$ cat config.mk
export PLATFORM = sky130hd
export DESIGN_NAME = cea_exc_accept
export DESIGN_NICKNAME = d
export VERILOG_FILES = /design/src/design/cea_pkg.sv /design/src/design/cea_exc_accept.sv /design/src/design/cea_mask_cmp.sv
export SDC_FILE = /design/constraint.sdc
export NUM_CORES = 1
export LEC_CHECK = 0
export ABC_AREA = 1
export CAP_MARGIN = 25
export CORE_AREA = 4 4 170 172
export DETAILED_ROUTE_END_ITERATION = 8
export DIE_AREA = 0 0 174 176
export DONT_BUFFER_PORTS = 1
export PLACE_DENSITY_LB_ADDON = 0.08
export REMOVE_ABC_BUFFERS = 1
export SETUP_SLACK_MARGIN = 0.2
export SLEW_MARGIN = 20
export SYNTH_ARGS = -nofsm -noshare
export SYNTH_HDL_FRONTEND = slang
export SYNTH_SLANG_ARGS = --single-unit
$ cat constraint.sdc
create_clock -name core_clk_in -period 2.4 [get_ports core_clk_in]
set_clock_uncertainty 0.2 [all_clocks]
set_input_delay 0.24 -clock core_clk_in [delete_from_list [all_inputs] [get_ports core_clk_in]]
set_output_delay 0.24 -clock core_clk_in [all_outputs]
set_load 0.02 [all_outputs]
$ cat src/design/cea_pkg.sv
package cea_pkg;
  // priority levels
  localparam logic [4:0] NMI_LEVEL = 5'h10;
  localparam logic [4:0] UBRK_LEVEL = 5'h0f;
  localparam logic [3:0] MASK_ALL_ONES = 4'hf;
  localparam logic [3:0] LEVEL_MAX_PROG = 4'hf;
  // vector numbers
  localparam logic [7:0] VEC_ADDR_ERR = 8'h09;
  localparam logic [7:0] VEC_GEN_ILL = 8'h04;
  localparam logic [7:0] VEC_SLOT_ILL = 8'h06;
  localparam logic [7:0] VEC_NMI = 8'h0b;
  localparam logic [7:0] VEC_UBRK = 8'h0c;
  // stack and vector address arithmetic
  localparam logic [31:0] STACK_STEP = 32'h0000_0004;
  localparam logic [1:0] ALIGN_MASK = 2'h3;
  localparam logic [31:0] VBR_RESET = 32'h0000_0000;
  localparam int VEC_SHIFT = 2;
  // status register layout
  localparam int SR_MASK_LSB = 4;
  // exception causes
  typedef enum logic [2:0] {
    CEA_CAUSE_INT = 3'h0,
    CEA_CAUSE_TRAP = 3'h1,
    CEA_CAUSE_SLOT = 3'h2,
    CEA_CAUSE_GILL = 3'h3,
    CEA_CAUSE_AERR = 3'h4
  } cea_cause_t;
  // entry sequencer states, one-hot
  typedef enum logic [4:0] {
    CEA_IDLE = 5'b00001,
    CEA_PUSH_SR = 5'b00010,
    CEA_PUSH_PC = 5'b00100,
    CEA_FETCH = 5'b01000,
    CEA_JUMP = 5'b10000
  } cea_state_t;
endpackage

$ cat src/design/cea_exc_accept.sv
`timescale 1ns/1ps
// What this block does
// - nmi is level sixteen, accepted regardless of mask
// - user break compares as level fifteen
// - programmable levels limited to zero..fifteen
// - maskable accepted only when above mask
// - highest level wins among overlapping requests
// - interrupt entry pushes status then pc
// - mask takes level; nmi loads all ones
// - handler address fetched from vector slot
// - trap pushes status then next pc
// - trap vector from instruction, no slot
// - illegal slot raised at decode time
// - slot exception stacks delayed branch target
// - general illegal stacks undefined opcode address
// - no interrupt or address error in slot
// - blocked exceptions stay pending until acceptable
// - defer interrupts after system register transfer
// - misaligned stack pointer raises address error
// - stacking error entered right after entry
// - no address error during its own stacking
// - misaligned writes issued, pointer minus four
// - slot address is base plus four times number
// - reset clears base, mask all ones
module cea_exc_accept (
  input wire logic core_clk_in,
  input wire logic reset_in,
  // requests from the request arbiter unit
  input wire logic nmi_req_in,
  input wire logic ubrk_req_in,
  input wire logic arb_req_in,
  input wire logic [3:0] arb_level_in,
  input wire logic [7:0] arb_vector_in,
  // decode stage
  input wire logic dec_valid_in,
  input wire logic [31:0] dec_pc_in,
  input wire logic [31:0] dec_next_pc_in,
  input wire logic dec_in_slot_in,
  input wire logic [31:0] dec_slot_target_in,
  input wire logic dec_undefined_in,
  input wire logic dec_pc_write_in,
  input wire logic dec_trap_in,
  input wire logic [7:0] dec_trap_vec_in,
  input wire logic dec_after_sysreg_in,
  input wire logic bus_addr_err_in,
  // architectural state from the core
  input wire logic [31:0] sr_in,
  input wire logic [31:0] sp_in,
  input wire logic vbr_wr_in,
  input wire logic [31:0] vbr_wdata_in,
  // memory port
  output logic mem_wr_out,
  output logic mem_rd_out,
  output logic [31:0] mem_addr_out,
  output logic [31:0] mem_wdata_out,
  input wire logic mem_done_in,
  input wire logic [31:0] mem_rdata_in,
  // results to the core
  output logic stall_out,
  output logic [31:0] sp_out,
  output logic sp_load_out,
  output logic [3:0] mask_out,
  output logic mask_load_out,
  output logic [31:0] vbr_out,
  output logic [31:0] jump_pc_out,
  output logic jump_out,
  output logic ack_out,
  output logic [7:0] ack_vector_out
);
  cea_pkg::cea_state_t state_q;
  cea_pkg::cea_cause_t cause_q; // cause being entered
  logic [31:0] sp_q; // working stack pointer
  logic [31:0] ret_pc_q; // pc to be stacked
  logic [31:0] sr_save_q; // status to be stacked
  logic [7:0] vec_q; // vector being entered
  logic [3:0] new_mask_q; // mask after entry
  logic upd_mask_q; // entry changes mask
  logic [31:0] vbr_q; // vector table base
  logic aerr_pend_q; // address error waiting
  logic aerr_stack_q; // stacking fault seen
  logic aerr_entry_q; // in address error entry
  logic [31:0] aerr_pc_q; // resume pc for address error
  logic [31:0] jump_pc_q;
  logic jump_q;
  logic ack_q;
  logic [3:0] cur_mask;
  logic nmi_acc, ubrk_acc, arb_acc;
  logic int_ok, aerr_ok, misaligned;
  logic [4:0] arb_lvl5;

  // mask field lives in sr bits 7:4
  assign cur_mask = sr_in[cea_pkg::SR_MASK_LSB +: 4];
  // programmable level is four bits wide, cannot reach sixteen
  assign arb_lvl5 = {1'b0, arb_level_in};

  // one comparator each for the maskable sources
  cea_mask_cmp u_cmp_ubrk (
    .req_in(ubrk_req_in),
    .level_in(cea_pkg::UBRK_LEVEL),
    .mask_in(cur_mask),
    .accept_out(ubrk_acc)
  );
  cea_mask_cmp u_cmp_arb (
    .req_in(arb_req_in),
    .level_in(arb_lvl5),
    .mask_in(cur_mask),
    .accept_out(arb_acc)
  );
  // nmi ignores the mask
  assign nmi_acc = nmi_req_in;

  // slot blocks interrupts and address error, sysreg transfer blocks only interrupts
  assign int_ok = dec_valid_in && !dec_in_slot_in && !dec_after_sysreg_in;
  assign aerr_ok = dec_valid_in && !dec_in_slot_in;
  assign misaligned = |(sp_q[1:0] & cea_pkg::ALIGN_MASK);

  // vector table base, reset to zero
  always_ff @(posedge core_clk_in) begin
    if (reset_in) begin
      vbr_q <= cea_pkg::VBR_RESET;
    end else if (vbr_wr_in) begin
      vbr_q <= vbr_wdata_in;
    end
  end

  // address error pending flag; raise wins over consume
  always_ff @(posedge core_clk_in) begin
    if (reset_in) begin
      aerr_pend_q <= 1'b0;
      aerr_pc_q <= '0;
    end else if (bus_addr_err_in) begin
      aerr_pend_q <= 1'b1;
      aerr_pc_q <= dec_next_pc_in;
    end else if (state_q == cea_pkg::CEA_IDLE && aerr_ok && aerr_pend_q && !dec_undefined_in) begin
      // an illegal opcode outranks it, so it must stay pending then
      aerr_pend_q <= 1'b0;
    end
  end

  // entry sequencer
  always_ff @(posedge core_clk_in) begin
    if (reset_in) begin
      state_q <= cea_pkg::CEA_IDLE;
      cause_q <= cea_pkg::CEA_CAUSE_INT;
      sp_q <= '0;
      ret_pc_q <= '0;
      sr_save_q <= '0;
      vec_q <= '0;
      new_mask_q <= cea_pkg::MASK_ALL_ONES;
      upd_mask_q <= 1'b0;
      aerr_stack_q <= 1'b0;
      aerr_entry_q <= 1'b0;
      jump_pc_q <= '0;
      jump_q <= 1'b0;
      ack_q <= 1'b0;
    end else begin
      jump_q <= 1'b0;
      ack_q <= 1'b0;
      unique case (state_q)
        cea_pkg::CEA_IDLE: begin
          sp_q <= sp_in;
          sr_save_q <= sr_in;
          upd_mask_q <= 1'b0;
          aerr_stack_q <= 1'b0;
          aerr_entry_q <= 1'b0;
          // illegal instruction exceptions first, then address error, then interrupts, then trap
          if (dec_valid_in && dec_in_slot_in && (dec_undefined_in || dec_pc_write_in)) begin
            cause_q <= cea_pkg::CEA_CAUSE_SLOT;
            vec_q <= cea_pkg::VEC_SLOT_ILL;
            ret_pc_q <= dec_slot_target_in;
            state_q <= cea_pkg::CEA_PUSH_SR;
          end else if (dec_valid_in && dec_undefined_in) begin
            cause_q <= cea_pkg::CEA_CAUSE_GILL;
            vec_q <= cea_pkg::VEC_GEN_ILL;
            ret_pc_q <= dec_pc_in;
            state_q <= cea_pkg::CEA_PUSH_SR;
          end else if (aerr_ok && aerr_pend_q) begin
            cause_q <= cea_pkg::CEA_CAUSE_AERR;
            vec_q <= cea_pkg::VEC_ADDR_ERR;
            ret_pc_q <= aerr_pc_q;
            aerr_entry_q <= 1'b1;
            state_q <= cea_pkg::CEA_PUSH_SR;
          end else if (int_ok && (nmi_acc || ubrk_acc || arb_acc)) begin
            cause_q <= cea_pkg::CEA_CAUSE_INT;
            ret_pc_q <= dec_pc_in;
            upd_mask_q <= 1'b1;
            ack_q <= 1'b1;
            // highest level wins: nmi, then user break, then arbiter
            if (nmi_acc) begin
              vec_q <= cea_pkg::VEC_NMI;
              new_mask_q <= cea_pkg::MASK_ALL_ONES;
            end else if (ubrk_acc && cea_pkg::UBRK_LEVEL >= arb_lvl5) begin
              vec_q <= cea_pkg::VEC_UBRK;
              new_mask_q <= cea_pkg::UBRK_LEVEL[3:0];
            end else begin
              vec_q <= arb_vector_in;
              new_mask_q <= arb_level_in;
            end
            state_q <= cea_pkg::CEA_PUSH_SR;
          end else if (dec_valid_in && dec_trap_in && !dec_in_slot_in) begin
            cause_q <= cea_pkg::CEA_CAUSE_TRAP;
            vec_q <= dec_trap_vec_in;
            ret_pc_q <= dec_next_pc_in;
            state_q <= cea_pkg::CEA_PUSH_SR;
          end
        end
        cea_pkg::CEA_PUSH_SR: begin
          // status goes first; write issued even when misaligned
          // chained address error entry leaves the mask alone
          if (cause_q == cea_pkg::CEA_CAUSE_AERR) begin
            upd_mask_q <= 1'b0;
          end
          if (mem_done_in) begin
            sp_q <= sp_q - cea_pkg::STACK_STEP;
            if (misaligned && !aerr_entry_q) begin
              aerr_stack_q <= 1'b1;
            end
            state_q <= cea_pkg::CEA_PUSH_PC;
          end
        end
        cea_pkg::CEA_PUSH_PC: begin
          if (mem_done_in) begin
            sp_q <= sp_q - cea_pkg::STACK_STEP;
            if (misaligned && !aerr_entry_q) begin
              aerr_stack_q <= 1'b1;
            end
            state_q <= cea_pkg::CEA_FETCH;
          end
        end
        cea_pkg::CEA_FETCH: begin
          // handler address read from the vector slot
          if (mem_done_in) begin
            jump_pc_q <= mem_rdata_in;
            state_q <= cea_pkg::CEA_JUMP;
          end
        end
        cea_pkg::CEA_JUMP: begin
          jump_q <= 1'b1;
          if (aerr_stack_q) begin
            // chain straight into address error entry
            cause_q <= cea_pkg::CEA_CAUSE_AERR;
            vec_q <= cea_pkg::VEC_ADDR_ERR;
            ret_pc_q <= jump_pc_q;
            aerr_entry_q <= 1'b1;
            aerr_stack_q <= 1'b0;
            // mask flag kept here so the first entry's load still pulses
            sr_save_q <= sr_in;
            state_q <= cea_pkg::CEA_PUSH_SR;
          end else begin
            state_q <= cea_pkg::CEA_IDLE;
          end
        end
        default: state_q <= cea_pkg::CEA_IDLE;
      endcase
    end
  end

  // memory port drive, stack write address is the working pointer less one step
  always_comb begin
    mem_wr_out = 1'b0;
    mem_rd_out = 1'b0;
    mem_addr_out = '0;
    mem_wdata_out = '0;
    unique case (state_q)
      cea_pkg::CEA_PUSH_SR: begin
        mem_wr_out = 1'b1;
        mem_addr_out = sp_q - cea_pkg::STACK_STEP;
        mem_wdata_out = sr_save_q;
      end
      cea_pkg::CEA_PUSH_PC: begin
        mem_wr_out = 1'b1;
        mem_addr_out = sp_q - cea_pkg::STACK_STEP;
        mem_wdata_out = ret_pc_q;
      end
      cea_pkg::CEA_FETCH: begin
        mem_rd_out = 1'b1;
        mem_addr_out = vbr_q + ({24'h000000, vec_q} << cea_pkg::VEC_SHIFT);
      end
      default: begin
        mem_rd_out = 1'b0;
      end
    endcase
  end

  assign stall_out = (state_q != cea_pkg::CEA_IDLE);
  assign sp_out = sp_q;
  assign sp_load_out = jump_q;
  assign mask_out = new_mask_q;
  assign mask_load_out = jump_q && upd_mask_q;
  assign vbr_out = vbr_q;
  assign jump_pc_out = jump_pc_q;
  assign jump_out = jump_q;
  assign ack_out = ack_q;
  assign ack_vector_out = vec_q;
endmodule

$ cat src/design/cea_mask_cmp.sv
`timescale 1ns/1ps
// level against mask comparator, one per maskable source
module cea_mask_cmp (
  input wire logic req_in,
  input wire logic [4:0] level_in,
  input wire logic [3:0] mask_in,
  output logic accept_out
);
  // strictly above the mask to be accepted
  assign accept_out = req_in && (level_in > {1'b0, mask_in});
endmodule

-- Yosys cells after proc, flatten, opt, wreduce, memory -nomap -nowiden
Index checks and enable logic that the tools add are counted.
- input port bits: 258
- bits in registers: 218
- output and inout port bits: 179
- $add $sub $neg: 2
- order comparisons: 3
- eq/ne operators: 15
- reductions and logical operators: 41
- muxes and demuxes: 60
- bitwise operators: 4
- operators by type and width (kind ; number):
    32-bit one-hot mux with 2 select lines ; 5
    32-bit 2-to-1 mux ; 8
    8-bit 2-to-1 mux ; 8
    5-bit 2-to-1 mux ; 8
    32-bit by 10-bit adder with 32-bit output ; 1
    32-bit by 3-bit subtractor with 32-bit output, second input constant ; 1
    5-bit one-hot mux with 5 select lines ; 1
    3-bit 2-to-1 mux ; 6
    1-bit logical AND ; 17
    1-bit 2-to-1 mux ; 16
    8-bit one-hot mux with 2 select lines ; 1
    2-bit != test, second input constant ; 5
    2-bit nonzero test ; 5
    4-bit 2-to-1 mux ; 2
    2-bit AND reduction ; 4
    2-bit OR reduction ; 4
    6-bit by 1-bit != test with 1-bit output, second input constant ; 1
    1-bit one-hot mux with 2 select lines ; 3
    3-bit one-hot mux with 2 select lines ; 1
    3-bit AND reduction ; 2
    5-bit by 1-bit == test with 1-bit output, second input constant ; 1
    5-bit by 2-bit == test with 1-bit output, second input constant ; 1
    5-bit by 3-bit == test with 1-bit output, second input constant ; 1
    5-bit by 4-bit == test with 1-bit output, second input constant ; 1
    other kinds (13) ; 22

-- Logic depth before layout (Yosys ltp)
Gate-level depths: netlist of run 1.
- depth in word-level cells: 10
- depth in mapped cells: 17
- gate-level depth less buffers: 16

-- By module
Synthesis of run 1 repeated with hierarchy kept, for this count alone.
- cells, all modules: 1928
- area, all modules: 12206.7 sq um
- modules (own cells, without submodules) (module ; area an instance (sq um) ; cells an instance ; instances ; seq. area each (sq um)):
    cea_exc_accept ; 11951.5 ; 1886 ; 1 ; 4364.2
    cea_mask_cmp ; 127.6 ; 21 ; 2 ; 0.0

-- Worst setup path before layout of run 1
Ideal clock, no wire load.
- kind: register -> output
- from: reg vec_q[0], in the netlist ack_vector_out[0]
- to: out mem_addr_out[22]
- cell stages (with the launch flop): 13
- path buffers: 0
- data arrival time: 2227 ps
- data required time: 1960 ps
- slack: -267 ps
- cells stage by stage: dfxtp_1 ha_1 fa_1 nand3_1 nand3_1 nand2_1 nand2_1 nand2_1 nor2_2 nand3b_1 nand2_1 nand2_1 o21ai_0
- cells in the longest elaborated chain, start to end: 2
- ends and longest elaborated chain (what ; line ; text):
    start: declaration ; cea_exc_accept.sv:75 ; logic [7:0] vec_q;
    start signal: assignment ; cea_exc_accept.sv:169 ; vec_q <= cea_pkg::VEC_SLOT_ILL;
    start signal: assignment ; cea_exc_accept.sv:174 ; vec_q <= cea_pkg::VEC_GEN_ILL;
    start signal: assignment ; cea_exc_accept.sv:179 ; vec_q <= cea_pkg::VEC_ADDR_ERR;
    32-bit by 10-bit adder with 32-bit output ; cea_exc_accept.sv:277 ; mem_addr_out = vbr_q + ({24'h000000, vec_q} << cea_pkg::VEC_SHIFT);
    32-bit one-hot mux with 2 select lines ; cea_exc_accept.sv:264 ; unique case (state_q)
    end: declaration ; cea_exc_accept.sv:54 ; output logic [31:0] mem_addr_out,
Every way passes these cells.

-- Worst setup path after layout of run 1
- from: reg vec_q[0], in the netlist ack_vector_out[0]
- to: out mem_addr_out[26]
Same word-level chain as after synthesis.

==> impl_metrics.env, run 1 <==
export IMPL_clk_pin_slew_ns=0.06
export IMPL_r2r_slack_ns=0.12
export IMPL_final_hold_viol_count=0
export IMPL_critPathArrivalTime_ns=2.48
export IMPL_die_x_um=174
export IMPL_required_ns=1.96
export IMPL_drt_iter0_markers=1381
export IMPL_placementRows=61
export IMPL_hold_class="in -> reg"
export IMPL_ir_drop_v=0.000741
export IMPL_clock_sinks=218
export IMPL_worst_path_most_repeated_cell="nand3_2"
export IMPL_reg2reg_from="state_q[0]"
export IMPL_vias=15300
export IMPL_synth_area_um2=11800
export IMPL_yosys_area_top_type="dfxtp_1"
export IMPL_fmax_mhz=342
export IMPL_io_buffers=0
export IMPL_ys_seq_area_share_pct=37.1
export IMPL_clk_latency_ns=0.54
export IMPL_min_from="ubrk_req_in"
export IMPL_max_stage_delay_ns=0.36
export IMPL_die_height_um=176
export IMPL_yosysWarnings=0
export IMPL_core_area_um2=27500
export IMPL_finalSetupViolCount=61
export IMPL_drive_above_1_share_pct=23.4
export IMPL_drt_first_pass_iters=5
export IMPL_avgSynthCellArea_um2=6.38
export IMPL_cap_violations=0
export IMPL_grt_pass1_wl_um=81900
export IMPL_h_tree_depth=1
export IMPL_async_flop_share_pct=0
export IMPL_crit_family="simple AND/OR/NAND/NOR gates"
export IMPL_power_density_nw_per_um2=964
export IMPL_crit_type="reg -> out"
export IMPL_fin_crit_sh_pct=122
export IMPL_startpoint_type="flop"
export IMPL_drt_total_wl_um=56500
export IMPL_grt_start_max_net_pins=56
export IMPL_start_util_pct=42.8
export IMPL_critical_path_buf_inv_count=0
export IMPL_overflow=0
export IMPL_first_global_vias=14900
export IMPL_critPathLaunch="ack_vector_out[0]"
export IMPL_drv_slew=0
export IMPL_violations="negative setup slack"
export IMPL_tightest_slew_ns=0.800
export IMPL_fin_ws_ns=-0.520
export IMPL_maxSlewHeadroom_pct=46.6
export IMPL_rsz0062_at_grt="true"
export IMPL_nets=2591
export IMPL_synth_cell_types=40
export IMPL_cts_buffers=26
export IMPL_synthToLayoutAreaGrowth_pct=66.6
export IMPL_die_area_um2=30600
export IMPL_cts_root_buf="clkbuf_16"
export IMPL_synth_edf_count=0
export IMPL_ys_flop_type="dfxtp_1"
export IMPL_whs_ns=0.0361
export IMPL_pin_count=437
export IMPL_cts_tree="built"
export IMPL_p_leak_nw=8.73
export IMPL_fin_crit_ns=2.92
export IMPL_hpwl_um=33400
export IMPL_place_area_um2=13200
export IMPL_cp_cell_sequence="ha_4 -> fa_2 -> nand3_2 -> nand3_2 -> nand2_1 -> nand2_2 -> nand2_4 -> nor2_4 -> nand3b_1 -> o21ai_0 -> nand3_2 -> nand2_2"
export IMPL_finalSetupTns_ns=-14.20
export IMPL_antenna_found_initial=0
export IMPL_gp_congestion=0.919
export IMPL_remaining_drc_errors=0
export IMPL_cp_slowest_cell="dfxtp_2"
export IMPL_end_kind="primary output"
export IMPL_crit_fanout=5
export IMPL_ant_nets=0
export IMPL_place_ws_ns=-0.165
export IMPL_synth_cells=1843
export IMPL_clk_path_buf_depth=3
export IMPL_track_usage_pct=33.0
export IMPL_synth_area_top_cells="dfxtp_1 37%, nand2_1 13%, a21oi_1 11%, o21ai_0 10%, nand3_1 6.3%"
export IMPL_avgRoutedWirePerCell_um=21.1
export IMPL_synth_top_area_share_pct=37.1
export IMPL_ys_ff_latch=218
export IMPL_vias_per_cell=5.72
export IMPL_status="complete, but fails checks"
export IMPL_finalInstanceArea_um2=19600
==> synth_stat cells, types with 3 or more instances <==
cell,n
or2_2,11
o21ai_0,239
inv_2,10
nor3_1,16
buf_2,22
nor2_2,5
a21oi_1,250
xor2_1,3
nand4_1,15
nor4_1,6
ha_1,13
buf_1,12
inv_1,157
nand2_1,396
o21ai_1,12
nor2_1,189
nor2_4,3
dfxtp_1,218
o21bai_1,3
o31ai_1,3
a31oi_1,9
clkbuf_1,72
nand3_1,148
nand3b_1,3
o211ai_1,3
==> layout by cell type, fill, tap and decap left out, types with 58 or more instances in the layout <==
master / instances
dlygate4sd3_1: 322
nand2_1: 312
a21oi_1: 224
dfxtp_1: 199
nor2_1: 174
o21ai_0: 170
inv_1: 143
buf_4: 133
nand3_1: 131
buf_6: 58
==> path summary, 6_finish.rpt <==
kind,to,depth (start not counted)
max,mem_addr_out[26],12
min,mask_out[0],6
max reg2reg,jump_pc_out[9],12
min reg2reg,sr_save_q[19],2
==> report_power, final <==
part | internal, mW | switching, mW
Combinational | 3.62 | 5.99
Sequential | 4.64 | 0.818
Clock | 2.22 | 1.60
==> stage by stage <==
stage / std cells / total power [mW] / util [%]
3_5_place_dp: 2254 / 12.6 / 48.0
6_report: 2684 / 18.9 / 71.3
5_1_grt: 2682 / 19.9 / 71.3
4_1_cts: 2653 / 17.6 / 66.6
3_3_place_gp: 2254 / 12.5 / 48.0
2_1_floorplan: 1733 / 9.69 / -
==> area by class of cell <==
cell class                      instances  area (um^2)
Antenna cell                            2         5.00
Timing Repair Buffer                  557         5810
Clock inverter                          7         60.1
Fill cell                            2123         7890
Clock buffer                           38          737
Inverter                              169          662
Timing Repair inverter                  1         7.51
Multi-Input combinational cell       1346         7480
Tap cell                              346          433
Sequential cell                       218         4390
==> worst register-to-register path, cell delays in order (launching register included) <==
cell and delay (ns):
dfxtp_4 0.36, nor2_4 0.12, buf_6 0.10, nand4_1 0.14
inv_4 0.16, buf_6 0.11, buf_6 0.11, clkbuf_16 0.16
buf_8 0.13, nand2_8 0.09, buf_16 0.23, o21ai_4 0.20
a21oi_2 0.05
==> layer usage <==
| layer | up-vias | part of all wire (%) | track usage, % |
|---|---|---|---|
| met4 | 0 | 5.3 | 15.4 |
| met5 | - | 0 | 0 |
| met3 | 214 | 9.3 | 7.60 |
| li1 | 7053 | - | - |
| met1 | 7169 | 38 | 39.2 |
| met2 | 910 | 48 | 56.6 |
==> sequential cells by signal (all words and copies together) (netlist names), 3 cells and up <==
| register | flops |
|---|---|
| ack_vector_out | 8 |
| aerr_pc_q | 32 |
| cause_q | 3 |
| jump_pc_out | 32 |
| mask_out | 4 |
| ret_pc_q | 32 |
| sp_out | 32 |
| sr_save_q | 32 |
| state_q | 5 |
| vbr_out | 32 |
==> logic make-up after synthesis <==
group / after synthesis / synth area share (%)
buffers and inverters: 279 / 9.33
AO/OA/AOI/OAI: 531 / 23.2
flip-flops: 218 / 37.1
XOR/XNOR: 5 / 0.373
adder cells (fa/ha/maj): 14 / 1.55
AND/OR/NAND/NOR: 796 / 28.4
==> repair_timing <==
item	4_1_cts	5_1_grt
setup buffers	16	24
setup endpoints to repair	64	160
resized for setup	225	264
cloned	8	6
hold buffers	330	1
pin swaps	41	65
hold endpoints to repair	217	3
(Power assumes the default switching activity.)
==> inputs of run 2 (changes only) <==
Settings changed: CORE_AREA 4 4 170 172 to 4 4 166 168, DIE_AREA 0 0 174 176 to 0 0 170 172.
==> run 2 against run 1 <==
Net effect: the run ends with negative hold slack, negative setup slack left; utilization up 7.0 points; non-clock buffer count up 17; via count up 4.3%; register-to-register slack worse by 0.18 ns; highest routed layer unchanged.
==> impl_metrics.env, run 2 (synthesis gave the netlist of run 1 again) <==
export IMPL_ant_nets=0
export IMPL_clk_pin_slew_ns=0.06
export IMPL_hold_path_cell_count=3
export IMPL_antenna_found_initial=4
export IMPL_reg2reg_depth=10
export IMPL_fmax_mhz=342
export IMPL_regToRegEndpoint="sr_save_q[29]"
export IMPL_whs_ns=-0.00297
export IMPL_crit_fanout=2
export IMPL_remaining_drc_errors=0
export IMPL_whs_endpoint="ret_pc_q[21]"
export IMPL_drt_iter0_markers=1591
export IMPL_fin_crit_ns=2.92
export IMPL_required_ns=1.96
export IMPL_cts_tree="built"
export IMPL_maxSlewHeadroom_pct=50.2
export IMPL_crit_type="reg -> out"
export IMPL_core_area_um2=25900
export IMPL_hold_class="in -> reg"
export IMPL_nets=2610
export IMPL_power_density_nw_per_um2=1110
export IMPL_h_tree_depth=1
export IMPL_cts_root_buf="clkbuf_16"
export IMPL_fin_ws_ns=-0.525
export IMPL_p_total_mw=22.5
export IMPL_final_hold_viol_count=1
export IMPL_ir_drop_v=0.000880
export IMPL_rsz0062_at_grt="true"
export IMPL_first_global_vias=15000
export IMPL_reg2reg_from="state_q[3]"
export IMPL_status="complete, but fails checks"
export IMPL_vias=16000
export IMPL_vias_per_cell=5.93
export IMPL_drt_total_wl_um=61900
export IMPL_r2r_slack_ns=-0.06
export IMPL_clk_latency_ns=0.54
export IMPL_tightest_slew_ns=0.746
export IMPL_grt_start_max_net_pins=61
export IMPL_pin_count=437
export IMPL_finalSetupViolCount=65
export IMPL_die_x_um=170
export IMPL_end_kind="primary output"
export IMPL_critPathArrivalTime_ns=2.48
export IMPL_final_common_cell="nand2_1"
export IMPL_cts_buffers=26
export IMPL_gp_congestion=0.924
export IMPL_clock_sinks=218
export IMPL_die_height_um=172
export IMPL_fin_crit_sh_pct=122
export IMPL_most_common_layout_cells="319 x nand2_1, 284 x dlygate4sd3_1, 202 x dfxtp_1"
export IMPL_startpoint_type="flop"
export IMPL_track_usage_pct=34.3
export IMPL_placementRows=59
export IMPL_grt_pass1_wl_um=81000
export IMPL_min_from="reset_in"
export IMPL_synthToLayoutAreaGrowth_pct=72.6
export IMPL_clk_path_buf_depth=3
export IMPL_hpwl_um=33500
export IMPL_finalInstanceArea_um2=20300
export IMPL_start_util_pct=45.4
export IMPL_io_buffers=0
export IMPL_drive_above_1_share_pct=26.3
export IMPL_p_leak_nw=9.03
export IMPL_overflow=0
export IMPL_final_util_pct=78.3
export IMPL_violations="negative hold slack, negative setup slack"
export IMPL_avgRoutedWirePerCell_um=22.9
export IMPL_drv_slew=0
export IMPL_cap_violations=0
export IMPL_place_area_um2=13200
export IMPL_drt_first_pass_iters=7
export IMPL_die_area_um2=29200
-- run 2: changes by cell type in the layout (fill, tap and decap cells not counted), moves of 15 or more --
cell           change
buf_4             +18
a21oi_1           -30
buf_12            +15
dlygate4sd3_1     -38
a21oi_2           +21
-- run 2: critical path: stages (launching register included) --
cell	delay [ns]
dfxtp_2	0.33
ha_4	0.16
fa_2	0.40
nand3_2	0.09
nand3_2	0.08
buf_4	0.15
nand2_4	0.06
nand2_2	0.04
nand2_2	0.07
a21boi_2	0.06
o31ai_2	0.30
buf_4	0.20
-- run 2: stage by stage --
stage	instances	worst slack [ns]	setup TNS (ns)
floorplan	1733	-2.47	-133.89
global placement	2250	-0.0815	-0.553
detailed placement	2250	-0.158	-1.34
CTS	2616	-0.498	-8.68
global route	2693	-0.589	-18.69
finish	2697	-0.525	-13.82
-- run 2: area by class of cell --
type                    count  area [um^2]
flip-flops and latches    218         4390
clock buffers              43          846
repair buffers            574         6220
inverters                 169          688
well taps                 335          419
diodes                      7         17.5
clock inverters             2         13.8
multi-input cells        1348         7680
repair inverters            1         8.76
fillers                  1775         5630
-- run 2: where the power goes --
| group | switching (mW) | internal (mW) | total [mW] |
|---|---|---|---|
| combinational | 7.50 | 5.46 | 13.0 |
| clock | 1.63 | 2.38 | 4.01 |
| sequential | 0.892 | 4.64 | 5.53 |
| total | 10.0 | 12.5 | 22.5 |
-- run 2: routing by layer --
layer | up-vias | global-route usage [%] | share of wire, %
li1 | 7109 | - | -
met1 | 7424 | 40.9 | 36
met2 | 1155 | 59.2 | 47
met3 | 317 | 8.00 | 12
met4 | 0 | 15.5 | 6.1
met5 | - | 0 | 0
-- run 2: timing repair --
| action | in CTS | in global routing |
|---|---|---|
| gates resized for setup | 247 | 344 |
| setup buffers | 22 | 50 |
| endpoints found under the setup margin | 66 | 187 |
| cloned | 7 | 25 |
| endpoints found under the hold margin | 218 | 0 |
| pin swaps | 34 | 61 |
| hold buffers | 292 | 0 |
-- run 2: worst max path at each step --
| stage | startpoint | to | depth (start not counted) |
|---|---|---|---|
| 5_1_grt | ack_vector_out[0] | mem_addr_out[22] | 13 |
| 6_report | vbr_out[2] | mem_addr_out[8] | 11 |
| 4_1_cts | ack_vector_out[0] | mem_addr_out[22] | 13 |
| 3_3_place_gp | vbr_out[2] | mem_addr_out[22] | 13 |
| 3_5_place_dp | vbr_out[2] | mem_addr_out[22] | 13 |
| 2_1_floorplan | state_q[2] | sp_out[13] | 8 |
==> inputs of run 3 (changes only) <==
Settings changed: CORE_AREA 4 4 166 168 to 4 4 167 169, DIE_AREA 0 0 170 172 to 0 0 171 173.
==> run 3 against run 2 <==
Net effect: the flow finishes with violations (negative setup slack); setup slack better by 0.0033 ns; flip-flop and latch count stayed put; combinational power decreased by 17%; clock power increased by 2%; routed wire length down 11%; final cell count is 1.5% lower; utilization fell by 5.1 points; sequential share of layout area rose by 0.92 points; global-route usage decreased by 1.0 points; sequential power barely moved; via count decreased by 5.3%.
==> impl_metrics.env, run 3 (synthesis gave the netlist of run 1 again) <==
export IMPL_clk_pin_slew_ns=0.06
export IMPL_start_util_pct=44.2
export IMPL_synthToLayoutAreaGrowth_pct=65.5
export IMPL_crit_fanout=3
export IMPL_violations="negative setup slack"
export IMPL_fin_ws_ns=-0.521
export IMPL_h_tree_depth=1
export IMPL_cap_violations=0
export IMPL_startpoint_type="flop"
export IMPL_p_total_mw=20.4
export IMPL_die_height_um=173
export IMPL_nets=2569
export IMPL_p_leak_nw=8.67
export IMPL_first_global_vias=14800
export IMPL_max_stage_delay_ns=0.37
export IMPL_cts_buffers=27
export IMPL_die_x_um=171
export IMPL_overflow=0
export IMPL_core_area_um2=26600
export IMPL_track_usage_pct=33.3
export IMPL_pin_count=437
export IMPL_cts_root_buf="clkbuf_16"
export IMPL_clk_latency_ns=0.55
export IMPL_cts_tree="built"
export IMPL_cp_cell_sequence="ha_4 -> fa_2 -> nand3_2 -> nand3_2 -> nand2_2 -> nand2_4 -> buf_4 -> buf_4 -> nand3_1 -> nand2_1 -> o21ai_2 -> buf_6"
export IMPL_end_kind="primary output"
export IMPL_rsz0062_at_grt="true"
export IMPL_vias=15100
export IMPL_placementRows=60
export IMPL_fin_crit_ns=2.92
export IMPL_drt_iter0_markers=1411
export IMPL_antenna_found_initial=2
export IMPL_fmax_mhz=342
export IMPL_drt_first_pass_iters=5
export IMPL_fin_crit_sh_pct=122
export IMPL_required_ns=1.96
export IMPL_grt_pass1_wl_um=80300
export IMPL_place_ws_ns=-0.164
export IMPL_vias_per_cell=5.70
export IMPL_gp_congestion=0.906
export IMPL_maxSlewHeadroom_pct=50.8
export IMPL_drive_above_1_share_pct=24.3
export IMPL_power_density_nw_per_um2=1050
export IMPL_die_area_um2=29600
export IMPL_ir_drop_v=0.000653
export IMPL_final_hold_viol_count=0
export IMPL_avgRoutedWirePerCell_um=20.7
export IMPL_finalSetupViolCount=32
export IMPL_tightest_slew_ns=0.736
export IMPL_final_common_cell="nand2_1"
export IMPL_critPathArrivalTime_ns=2.48
export IMPL_grt_start_max_net_pins=64
export IMPL_status="complete, but fails checks"
export IMPL_clk_path_buf_depth=3
export IMPL_hold_class="in -> reg"
export IMPL_ant_nets=0
export IMPL_hpwl_um=32700
export IMPL_drt_total_wl_um=55000
export IMPL_finalSetupTns_ns=-10.51
export IMPL_remaining_drc_errors=0
export IMPL_clock_sinks=218
export IMPL_drv_slew=0
export IMPL_crit_type="reg -> out"
export IMPL_cp_slowest_cell="fa_2"
export IMPL_most_common_layout_cells="318 x nand2_1, 282 x dlygate4sd3_1, 220 x a21oi_1"
export IMPL_io_buffers=0
-- run 3: changes by cell type in the layout (fill, tap and decap cells not counted), sizes merged --
cell / delta
buf: -27
bufbuf: +1
bufinv: +2
clkbuf: -12
clkinv: -5
clkinvlp: +2
diode: -5
dlygate4sd3: -2
dlymetal6s4s: -3
inv: +4
nand2: -1
-- run 3: critical path, delay by kind of cell (launching register included) --
| family | cells | cell delay, ns |
|---|---|---|
| AND/OR/NAND/NOR | 6 | 0.50 |
| adder cells (fa/ha/maj) | 2 | 0.53 |
| buffers and inverters | 3 | 0.41 |
| AO/OA/AOI/OAI | 1 | 0.15 |
| flip-flops | 1 | 0.33 |
-- run 3: final cells by class --
type                            instances  area [um^2]
Multi-Input combinational cell       1347         7570
Fill cell                            2004         7120
Timing Repair Buffer                  533         5530
Sequential cell                       218         4390
Clock buffer                           41          778
Inverter                              169          678
Tap cell                              341          427
Clock inverter                          5         81.3
Timing Repair inverter                  1         7.51
Antenna cell                            2         5.00
-- run 3: repair_timing --
action | in CTS | in global routing
hold endpoints to repair | 217 | 4
gates resized for setup | 272 | 232
gates cloned | 8 | 5
pin swaps | 54 | 67
endpoints found under the setup margin | 108 | 182
setup buffers | 29 | 23
hold buffers | 284 | 2
-- run 3: per-layer routing --
metal	global-route usage (%)	routed length (um)
met4	13.4	2020
met1	41.5	21100
met5	0	0
met2	55.8	26900
met3	7.00	5000
-- run 3: worst paths after layout --
check / cells after the start / from / endpoint / slack, ns
worst max-delay path: 12 / ack_vector_out[0] / mem_addr_out[12] / -0.52
worst min-delay path: 6 / dec_pc_write_in / cause_q[1] / 0.02
worst max register to register: 12 / state_q[2] / sp_out[15] / 0.22
worst min register to register: 2 / sr_save_q[22] / sr_save_q[22] / 0.26
-- run 3: power breakdown --
| part | internal (mW) | switching [mW] | total, mW | leakage, nW |
|---|---|---|---|---|
| registers | 4.64 | 0.884 | 5.53 | 1.81 |
| logic | 4.36 | 6.46 | 10.8 | 6.45 |
| clock network | 2.43 | 1.65 | 4.08 | 0.416 |
| total | 11.4 | 8.99 | 20.4 | 8.67 |
-- run 3: stage by stage --
stage	cells	cell area, um^2	utilization (%)	hold slack, ns
2_1_floorplan	1733	11300	-	0.109
3_3_place_gp	2258	13200	49.8	0.119
3_5_place_dp	2258	13200	49.8	0.120
4_1_cts	2625	18200	68.5	0.0538
5_1_grt	2657	19500	73.2	0.0448
6_report	2657	19500	73.2	0.0151
